===== src/core/lwdt_params.svh =====
// Watchdog register offsets, field positions, reset values and timing counts.
// Assumes inclusion by bare name from the watchdog package or design file.
`ifndef LWDT_PARAMS_SVH
`define LWDT_PARAMS_SVH

// ==========================================================================
// Register offsets (byte-wide I/O space)
`define LWDT_OFF_COUNT_LOW 3'h0
`define LWDT_OFF_COUNT_MID 3'h1
`define LWDT_OFF_COUNT_HIGH 3'h2
`define LWDT_OFF_RELOAD_LOW 3'h3
`define LWDT_OFF_RELOAD_MID 3'h4
`define LWDT_OFF_RELOAD_HIGH 3'h5
`define LWDT_OFF_FLAGS 3'h6
`define LWDT_OFF_CONTROL 3'h7

// ==========================================================================
// Field positions
`define LWDT_BIT_FIRST 0
`define LWDT_BIT_SECOND 2
`define LWDT_BIT_RST_EN 0
`define LWDT_BIT_CNT_EN 1

// ==========================================================================
// Reset values
`define LWDT_RST_COUNT 24'h000000
`define LWDT_RST_RELOAD 24'h000000
`define LWDT_RST_CTRL 2'h0

// ==========================================================================
// Timing: tick rate and clock rate in Hz, divider in clocks
`define LWDT_TICK_HZ 32768
`define LWDT_CLK_HZ 50000000
`define LWDT_TICK_DIV (`LWDT_CLK_HZ / `LWDT_TICK_HZ)

`endif


===== src/core/lwdt_pkg.sv =====
// Types shared by the watchdog block.
// Assumes the params header sits beside it.
package lwdt_pkg;

  // ==========================================================================
  // Host I/O request bundle
  typedef struct packed {
    logic wr;
    logic rd;
    logic [2:0] addr;
    logic [7:0] wdata;
  } lwdt_io_req_t;

  // ==========================================================================
  // Control register fields
  typedef struct packed {
    logic countdown_enable;
    logic module_reset_enable;
  } lwdt_ctrl_t;

endpackage : lwdt_pkg


===== src/core/lwdt_core.sv =====
// 24-bit watchdog with byte-wide I/O registers behind the host I/O decoder.
// Assumes the decoder delivers one-cycle strobes with a 3-bit offset, and a
// one-cycle strobe for any write to the debug port 80h.
// The 80h strobe and its enable come from logic on this clock, so neither
// passes a synchroniser.
`timescale 1ns/1ps
`include "lwdt_params.svh"

module lwdt_core (
  input wire logic clk,
  input wire logic rst,
  input wire lwdt_pkg::lwdt_io_req_t io_req,
  input wire logic port80_wr,
  input wire logic port80_en,
  output logic [7:0] io_rdata,
  output logic irq,
  output logic module_rst
);

  // ==========================================================================
  // State
  logic [23:0] count_r;
  logic [23:0] reload_r;
  lwdt_pkg::lwdt_ctrl_t ctrl_r;
  logic first_flag_r;
  logic second_flag_r;
  logic [10:0] div_r;
  logic tick_r;

  logic wr_count;
  logic wr_flags;
  logic restart;
  logic expire;

  assign wr_count = io_req.wr && (io_req.addr <= `LWDT_OFF_COUNT_HIGH);
  assign wr_flags = io_req.wr && (io_req.addr == `LWDT_OFF_FLAGS);
  assign restart = wr_count || (port80_wr && port80_en);
  // Expiry is the tick that finds the counter at one or at zero
  assign expire = ctrl_r.countdown_enable && tick_r && !restart
    && (count_r <= 24'h000001);

  // ==========================================================================
  // Tick divider, free-running, so interval jitter after a restart is up to one tick
  localparam logic [10:0] TICK_LAST = 11'(`LWDT_TICK_DIV - 1);

  always_ff @(posedge clk) begin
    if (rst) begin
      div_r <= 11'h000;
      tick_r <= 1'b0;
    end else begin
      tick_r <= (div_r == TICK_LAST);
      div_r <= (div_r == TICK_LAST) ? 11'h000 : div_r + 11'h001;
    end
  end

  // ==========================================================================
  // Running counter
  // Restart outranks expiry, so a kick on the last tick still counts
  always_ff @(posedge clk) begin
    if (rst) begin
      count_r <= `LWDT_RST_COUNT;
    end else if (restart) begin
      count_r <= reload_r;
    end else if (expire) begin
      count_r <= reload_r;
    end else if (ctrl_r.countdown_enable && tick_r) begin
      count_r <= count_r - 24'h000001;
    end
  end

  // ==========================================================================
  // Reload value
  // Bytes land one at a time; write all three before restarting
  always_ff @(posedge clk) begin
    if (rst) begin
      reload_r <= `LWDT_RST_RELOAD;
    end else if (io_req.wr) begin
      if (io_req.addr == `LWDT_OFF_RELOAD_LOW) begin
        reload_r[7:0] <= io_req.wdata;
      end else if (io_req.addr == `LWDT_OFF_RELOAD_MID) begin
        reload_r[15:8] <= io_req.wdata;
      end else if (io_req.addr == `LWDT_OFF_RELOAD_HIGH) begin
        reload_r[23:16] <= io_req.wdata;
      end
    end
  end

  // ==========================================================================
  // Control register
  // Reserved bits 7:2 are dropped on write
  always_ff @(posedge clk) begin
    if (rst) begin
      ctrl_r <= `LWDT_RST_CTRL;
    end else if (io_req.wr && io_req.addr == `LWDT_OFF_CONTROL) begin
      ctrl_r.countdown_enable <= io_req.wdata[`LWDT_BIT_CNT_EN];
      ctrl_r.module_reset_enable <=
        io_req.wdata[`LWDT_BIT_RST_EN];
    end
  end

  // ==========================================================================
  // Expiry flags; a set in the clearing cycle wins
  logic clr_first;
  logic clr_second;
  logic set_first;
  logic set_second;

  assign clr_first = (wr_flags && io_req.wdata[`LWDT_BIT_FIRST])
    || (port80_wr && port80_en);
  assign clr_second = wr_flags
    && io_req.wdata[`LWDT_BIT_SECOND];
  assign set_first = expire && !first_flag_r;
  assign set_second = expire && first_flag_r;

  always_ff @(posedge clk) begin
    if (rst) begin
      first_flag_r <= 1'b0;
    end else if (set_first) begin
      first_flag_r <= 1'b1;
    end else if (clr_first) begin
      first_flag_r <= 1'b0;
    end
  end

  always_ff @(posedge clk) begin
    if (rst) begin
      second_flag_r <= 1'b0;
    end else if (set_second) begin
      second_flag_r <= 1'b1;
    end else if (clr_second) begin
      second_flag_r <= 1'b0;
    end
  end

  // ==========================================================================
  // Interrupt and module reset pulses
  // Expiry only comes on a tick, so pulses never repeat back to back
  always_ff @(posedge clk) begin
    if (rst) begin
      irq <= 1'b0;
      module_rst <= 1'b0;
    end else begin
      // Second expiry raises the interrupt only when reset is not taken
      irq <= set_first
        || (set_second && !ctrl_r.module_reset_enable);
      module_rst <= set_second
        && ctrl_r.module_reset_enable;
    end
  end

  // ==========================================================================
  // Read data, registered so the output comes from a flip-flop
  // Reserved bits read back as zero
  always_ff @(posedge clk) begin
    if (rst) begin
      io_rdata <= 8'h00;
    end else if (io_req.rd) begin
      if (io_req.addr == `LWDT_OFF_COUNT_LOW) begin
        io_rdata <= count_r[7:0];
      end else if (io_req.addr == `LWDT_OFF_COUNT_MID) begin
        io_rdata <= count_r[15:8];
      end else if (io_req.addr == `LWDT_OFF_COUNT_HIGH) begin
        io_rdata <= count_r[23:16];
      end else if (io_req.addr == `LWDT_OFF_RELOAD_LOW) begin
        io_rdata <= reload_r[7:0];
      end else if (io_req.addr == `LWDT_OFF_RELOAD_MID) begin
        io_rdata <= reload_r[15:8];
      end else if (io_req.addr == `LWDT_OFF_RELOAD_HIGH) begin
        io_rdata <= reload_r[23:16];
      end else if (io_req.addr == `LWDT_OFF_FLAGS) begin
        io_rdata <= {5'h00, second_flag_r, 1'b0, first_flag_r};
      end else begin
        io_rdata <= {6'h00, ctrl_r.countdown_enable,
          ctrl_r.module_reset_enable};
      end
    end
  end

  // ==========================================================================
  // Tick spacing monitor; read only by the period check
  logic [10:0] gap_r;
  logic seen_tick_r;

  always_ff @(posedge clk) begin
    if (rst) begin
      gap_r <= 11'h000;
      seen_tick_r <= 1'b0;
    end else if (tick_r) begin
      gap_r <= 11'h000;
      seen_tick_r <= 1'b1;
    end else begin
      // Never wraps: the next tick comes first
      gap_r <= gap_r + 11'h001;
    end
  end
endmodule : lwdt_core


===== config.mk =====
export PLATFORM = sky130hd
export DESIGN_NAME = lwdt_core
export DESIGN_NICKNAME = d
export VERILOG_FILES = /design/src/core/lwdt_pkg.sv /design/src/core/lwdt_core.sv
export VERILOG_INCLUDE_DIRS = /design/src /design/src/core
export SDC_FILE = /design/constraint.sdc
export NUM_CORES = 1
export LEC_CHECK = 0
export BUFFER_PORTS_ARGS = -buffer_cell sky130_fd_sc_hd__buf_2
export CORE_MARGIN = 2
export CORE_UTILIZATION = 58
export DETAILED_ROUTE_END_ITERATION = 12
export GPL_TIMING_DRIVEN = 0
export PLACE_DENSITY = 0.77
export SLEW_MARGIN = 15
export SYNTH_ARGS = -nofsm -noshare
export SYNTH_HDL_FRONTEND = slang
export SYNTH_SLANG_ARGS = --single-unit

===== constraint.sdc =====
create_clock -name clk -period 4.3 [get_ports clk]
set_input_delay 0.43 -clock clk [delete_from_list [all_inputs] [get_ports clk]]
set_output_delay 0.43 -clock clk [all_outputs]
set_load 0.01 [all_outputs]

==> impl_metrics.ini, run 1 <==
[floorplanning]
rows = 29
coreArea_um2 = 6390
die-area_um2 = 7280
die_y_um = 85.3
fp.dieW_um = 85.3
initial_core_util_pct = 60.1
io_pins = 27

[grt]
grt_pass1_vias = 3652
track_usage_pct = 33.9
antenna_found_initial = 0
grt_max_degree = 13
grt_pass1_wl_um = 19000
overflow = 0

[min_path]
hold_start = io_req[7]
worstHoldEndpoint = reload_r[7]$_SDFFE_PP0P_
hp-class = in -> reg
hold_depth = 3

[drt]
drc_errors = 0
vias = 3944
drtIter0Drc = 424
drt_pre_antenna_iters = 6
wire_per_inst_um = 19.5
postRouteAntennaNets = 0
routed_wl_um = 11800
vias_per_cell = 6.50

[placed_design]
dp.cells = 592
port_buffers = 24
placed_area_um2 = 4050
place_congestion = 0.988
preCtsSetupSlack_ns = 1.16
dp_hpwl_um = 8830

[sta]
fin_ws_ns = 1.06
finalHoldViolCount = 0
fmax_mhz = 308
skew_ns = 0.00660
drv_slew = 0
hold_ws_ns = 0.331
slew_headroom_pct = 18.0
worst_pin_slew_ns = 1.22
finalSetupTns_ns = 0
fin_crit_ns = 3.24
setup_viol = 0
finalCritPeriodShare_pct = 75.4
rsz0062_at_grt = no

[clock_tree]
tritoncts = yes
cts.reportedPaths.clkPinSlew_ns = 0.08
clkLatencyLatePin_ns = 0.35
post_cts_resized = 0
cts.sinks = 74
htree_levels = 3
cts-root-buf = clkbuf_8
cts_buffers = 9
postCtsHoldBufs = 0
cts_max_path_buffers = 2
post_cts_buffers = 0

[layout]
final_cells = 607
area_delta_synth_final_pct = 11.1
final.fill_count = 556
fin_area_um2 = 4260
final_cell_mix = nand2_1, dfxtp_1, a21oi_1
final_nets = 547
drive_gt1_share_pct = 10.6
antenna_cells = 0

[outcome]
outcome = finished, final reports clean

[synthesis]
synth_edf_count = 0
postSynthCellCount = 491
syn_avg_cell_area_um2 = 7.81
ys.flop_type = dfxtp_1
synth_fp_nets = 512
yosysTopAreaCellShare_pct = 38.6
synth_area_um2 = 3840
synth_seq_cells = 74
ys_seq_area_share_pct = 38.6
ys_types = 52
synth-async-reset-ratio_pct = 0
synth_area_leaders = dfxtp_1, nand2_1, a21oi_1
yosysWarnings = 0
yosysTopAreaCell = dfxtp_1

[critical_path]
reg2reg_depth = 6
r2r_slack_ns = 1.06
worst-path-max-fanout = 6
r2r_start = count_r[16]$_SDFFE_PP0P_
r2r-end = count_r[14]$_SDFFE_PP0P_
cp.arrival_ns = 3.46
critical_path.startpoint_type = flip-flop
worst_setup_path_end_kind = flip-flop
required_ns = 4.52
crit_type = reg -> reg

[power]
power.density_nw_per_um2 = 427
p_leak_nw = 1.54
ir_drop_mv = 0.317

[run]
max_cap_violations = 0
## how the worst max path moves through the flow
stage	startpoint	endpoint	slack, ns	cells past startpoint
global placement	io_req[8]	count_r[14]$_SDFFE_PP0P_	1.21	8
global route	count_r[16]$_SDFFE_PP0P_	count_r[14]$_SDFFE_PP0P_	0.94	6
floorplan	count_r[4]$_SDFFE_PP0P_	count_r[3]$_SDFFE_PP0P_	1.92	6
detailed placement	io_req[8]	count_r[14]$_SDFFE_PP0P_	1.16	8
finish	count_r[16]$_SDFFE_PP0P_	count_r[14]$_SDFFE_PP0P_	1.06	6
CTS	count_r[4]$_SDFFE_PP0P_	count_r[14]$_SDFFE_PP0P_	1.26	6
## state kept, by name, indices dropped and copies added (netlist names)
register and cells:
reload_r 24, irq 1, first_flag_r 1, div_r 11, count_r 24, module_rst 1, ctrl_r 2, second_flag_r 1
io_rdata 8, tick_r 1
## logic make-up (layout without fill, tap and decap cells)
logic type,after synthesis,count (layout),synth area share [%]
AOI/OAI and AO/OA,121,121,20.6
muxes,16,16,4.89
xor gates and xnor gates,9,9,2.05
adders and majority gates,4,4,1.30
DFF,74,74,38.6
and+or+nand+nor,213,213,26.8
buffers and inverters,54,93,5.74
## per-layer routing
| layer | share of wire [%] | track usage (%) | vias to the layer above |
|---|---|---|---|
| met4 | 4.1 | 16.0 | 0 |
| met2 | 42 | 49.6 | 247 |
| met3 | 11 | 10.7 | 40 |
| li1 | - | - | 1842 |
| met1 | 42 | 45.6 | 1815 |
| met5 | 0 | 0 | - |
## cells in the mapped netlist, drive strengths merged, types with 6 or more instances
library cell  count
nor2b            10
dfxtp            74
xnor2             7
nor4             12
clkbuf           24
o21ai            12
nor2             47
nor3             14
nand2            74
o32ai            11
or3               8
nand4             6
or2               6
inv              25
mux2i            12
a22o              6
a21oi            47
a31oi            12
nand3            19
## final cells by class
| type | instances | area [um2] | area share (%) |
|---|---|---|---|
| clock inverter | 5 | 80.1 | 1.88 |
| sequential | 74 | 1480 | 34.8 |
| tap | 77 | 96.3 | 2.26 |
| clock buffer | 10 | 128 | 3.00 |
| inverter | 25 | 93.8 | 2.20 |
| multi-input combinational | 363 | 2130 | 50.1 |
| timing repair buffer | 24 | 120 | 2.82 |
| buffer | 29 | 126 | 2.97 |
## report_power, final
group          leakage [nW]  total [W]  switching (W)  internal, W
sequential            0.601   0.000774      0.0000502     0.000724
combinational         0.844   0.000460       0.000291     0.000169
clock                0.0984   0.000585       0.000262     0.000323
total                  1.54    0.00182       0.000603      0.00122
## critical path, stage by stage (launching register included)
cell      delay, ns
dfxtp_1        0.37
nor4_1         0.81
nand3_1        0.34
nor4_1         1.00
nor2_1         0.10
o311ai_0       0.35
o21ai_0        0.14
## metrics by stage
stage,power [W],utilization [%]
6_report,0.00182,66.7
5_1_grt,0.00190,66.7
4_1_cts,0.00180,66.7
3_5_place_dp,0.00123,63.5
3_3_place_gp,0.00123,63.5
2_1_floorplan,0.00110,-
Note: power is estimated with default switching activity, not from simulation.
==> run 2: changes to the inputs <==
Settings changed: ABC_AREA set to 1, CORE_UTILIZATION 58 to 55, PLACE_DENSITY 0.77 to 0.76.
Clock period 4.3 ns to 2.75 ns, I/O delays scaled along.
==> impl_metrics.ini, run 2 <==
[outcome]
outcome = finished, final reports clean

[critical_path]
crit_path_start = count_r[0]$_SDFFE_PP0P_
r2r_slack_ns = 0.63
worst_setup_path_end_kind = flip-flop
reg2reg_depth = 12
crit_type = reg -> reg
r2r_start = count_r[0]$_SDFFE_PP0P_
critical_path.startpoint_type = flip-flop
worst-path-max-fanout = 10
cp.arrival_ns = 2.33
r2r-end = count_r[23]$_SDFFE_PP0P_
required_ns = 2.96

[layout]
multi_input_area_um2 = 2170
final_nets = 672
area_delta_synth_final_pct = 11.9
antenna_cells = 0
reg.largest.list = count_r x24, reload_r x24, div_r x11
final_core_util_pct = 63.4
drive_gt1_share_pct = 11.1
final_cell_mix = nand2_1, inv_1, dfxtp_1
final.fill_count = 713
seqCellArea_um2 = 1480
final_common_cell = nand2_1
fin_area_um2 = 4570

[grt]
track_usage_pct = 30.4
overflow = 0
grt_pass1_wl_um = 19500
grt_pass1_vias = 3861
grt_max_degree = 14
antenna_found_initial = 0

[sta]
fin_crit_ns = 2.12
rsz0062_at_grt = no
drv_slew = 0
finalSetupTns_ns = 0
worst_pin_slew_ns = 0.803
setup_viol = 0
skew_ns = 0.0118
finalHoldViolCount = 0
slew_headroom_pct = 46.3
fmax_mhz = 471
finalCritPeriodShare_pct = 77.2

[synthesis]
postSynthCellCount = 614
ys.flop_type = dfxtp_1
synth_edf_count = 0
synth_top_family_by_area = simple AND/OR/NAND/NOR gates
yosys.area_share.xor_xnor_pct = 4.07
synth_simple_gate_area_share_pct = 31.8
yosysTopAreaCellShare_pct = 36.3
synth_commonest_cells = nand2_1, inv_1, dfxtp_1, nor2_1, a21oi_1
synth_area_um2 = 4080
ys_seq_area_share_pct = 36.3
synth-compound-area-share_pct = 16.0
yosysTopAreaCell = dfxtp_1
synthMuxAreaShare_pct = 0
synth_fp_nets = 635
yosysWarnings = 0
yosys.area_share.adder_pct = 1.23
synth_seq_cells = 74
ys_types = 37
synth-async-reset-ratio_pct = 0
syn_avg_cell_area_um2 = 6.65
synth.most_common_cell = nand2_1
synth_area_leaders = dfxtp_1, nand2_1, a21oi_1

[drt]
wire_per_inst_um = 15.8
drt_pre_antenna_iters = 5
drc_errors = 0
drtIter0Drc = 435
postRouteAntennaNets = 0
routed_wl_um = 11900
vias_per_cell = 5.44
vias = 4108

[min_path]
hold_start = io_req[3]
hold_depth = 3
hp-class = in -> reg
worstHoldEndpoint = reload_r[3]$_SDFFE_PP0P_

[floorplanning]
die_y_um = 90.2
fp.dieW_um = 90.2
initial_core_util_pct = 56.6
rows = 31
coreArea_um2 = 7210
die-area_um2 = 8130
io_pins = 27

[clock_tree]
htree_levels = 3
cts_buffers = 9
post_cts_buffers = 0
cts.reportedPaths.clkPinSlew_ns = 0.08
cts-root-buf = clkbuf_8
postCtsHoldBufs = 0
cts_max_path_buffers = 2
clkLatencyLatePin_ns = 0.35
tritoncts = yes
cts.sinks = 74
post_cts_resized = 0

[power]
p_sw_w = 0.000870
p_leak_nw = 1.99
combinationalPowerShare_pct = 21.5
ir_drop_mv = 0.446
p_int_w = 0.00190
p_clk_share_pct = 35.5
power_frac_seq_pct = 43.0
power.density_nw_per_um2 = 606
swShare_pct = 31.4

[placed_design]
place_congestion = 1.07
dp_hpwl_um = 9140
port_buffers = 26
placed_area_um2 = 4340

[run]
max_cap_violations = 0
[run 2: changes by cell type in the layout (fill, tap and decap cells not counted), moves of 23 or more]
cell     previous run  this run
inv_1              25        75
nand2_1            74       144
nand3_1            19        42
nor2_1             46        70
o21ai_0            12        39
[run 2: cells by family after synthesis]
group	after synthesis
simple gates	298
xor+xnor	19
compound gates	122
fa+ha+maj	4
buf+inv	97
flops	74
[run 2: worst max path at each step]
| stage | endpoint | slack, ns | depth (start not counted) |
|---|---|---|---|
| 2_1_floorplan | count_r[18]$_SDFFE_PP0P_ | 1.12 | 12 |
| 3_3_place_gp | count_r[23]$_SDFFE_PP0P_ | 0.73 | 12 |
| 3_5_place_dp | count_r[23]$_SDFFE_PP0P_ | 0.73 | 12 |
| 4_1_cts | count_r[23]$_SDFFE_PP0P_ | 0.71 | 12 |
| 5_1_grt | count_r[23]$_SDFFE_PP0P_ | 0.54 | 12 |
| 6_report | count_r[23]$_SDFFE_PP0P_ | 0.63 | 12 |
[run 2: power by group through the flow]
stage / clock network [W] / registers (W) / logic (W)
floorplan: 0 / 0.00119 / 0.000436
global route: 0.00104 / 0.00120 / 0.000666
detailed placement: 0 / 0.00121 / 0.000580
finish: 0.000984 / 0.00119 / 0.000595
global placement: 0 / 0.00121 / 0.000577
CTS: 0.000997 / 0.00119 / 0.000584
[run 2: per-layer routing]
metal | wire (um) | part of all wire, % | vias up | global-route usage, %
met4 | 505 | 4.2 | 0 | 16.3
met2 | 5220 | 44 | 154 | 46.0
li1 | - | - | 2064 | -
met3 | 839 | 7.0 | 41 | 4.61
met5 | 0 | 0 | - | 0
met1 | 5380 | 45 | 1849 | 41.9
[run 2: area by class of cell]
| type | instances | area share, % |
|---|---|---|
| repair buffers | 26 | 2.85 |
| multi-input cells | 443 | 47.4 |
| plain buffers | 19 | 3.15 |
| clock inverters | 5 | 1.81 |
| flip-flops and latches | 74 | 32.4 |
| clock buffers | 11 | 3.31 |
| inverters | 78 | 6.40 |
| well taps | 99 | 2.71 |
[run 2: through the flow]
stage          setup slack [ns]  std cells  hold slack [ns]  total power [W]
6_report                  0.627        755            0.185          0.00277
5_1_grt                   0.544        755            0.223          0.00290
4_1_cts                   0.715        755            0.178          0.00277
3_5_place_dp              0.731        739            0.430          0.00179
3_3_place_gp              0.734        739            0.414          0.00179
2_1_floorplan              1.12        614            0.408          0.00163
[run 2: critical path, cell delays in order, from the launching register on]
cell and delay, ns:
dfxtp_1 0.32, inv_1 0.15, ha_1 0.29, inv_1 0.11
nand2_1 0.08, nand3_1 0.07, nor3_1 0.14, nand4_1 0.18
nand2_1 0.21, buf_4 0.20, nand2_1 0.11, nand3_1 0.09
a21oi_1 0.06
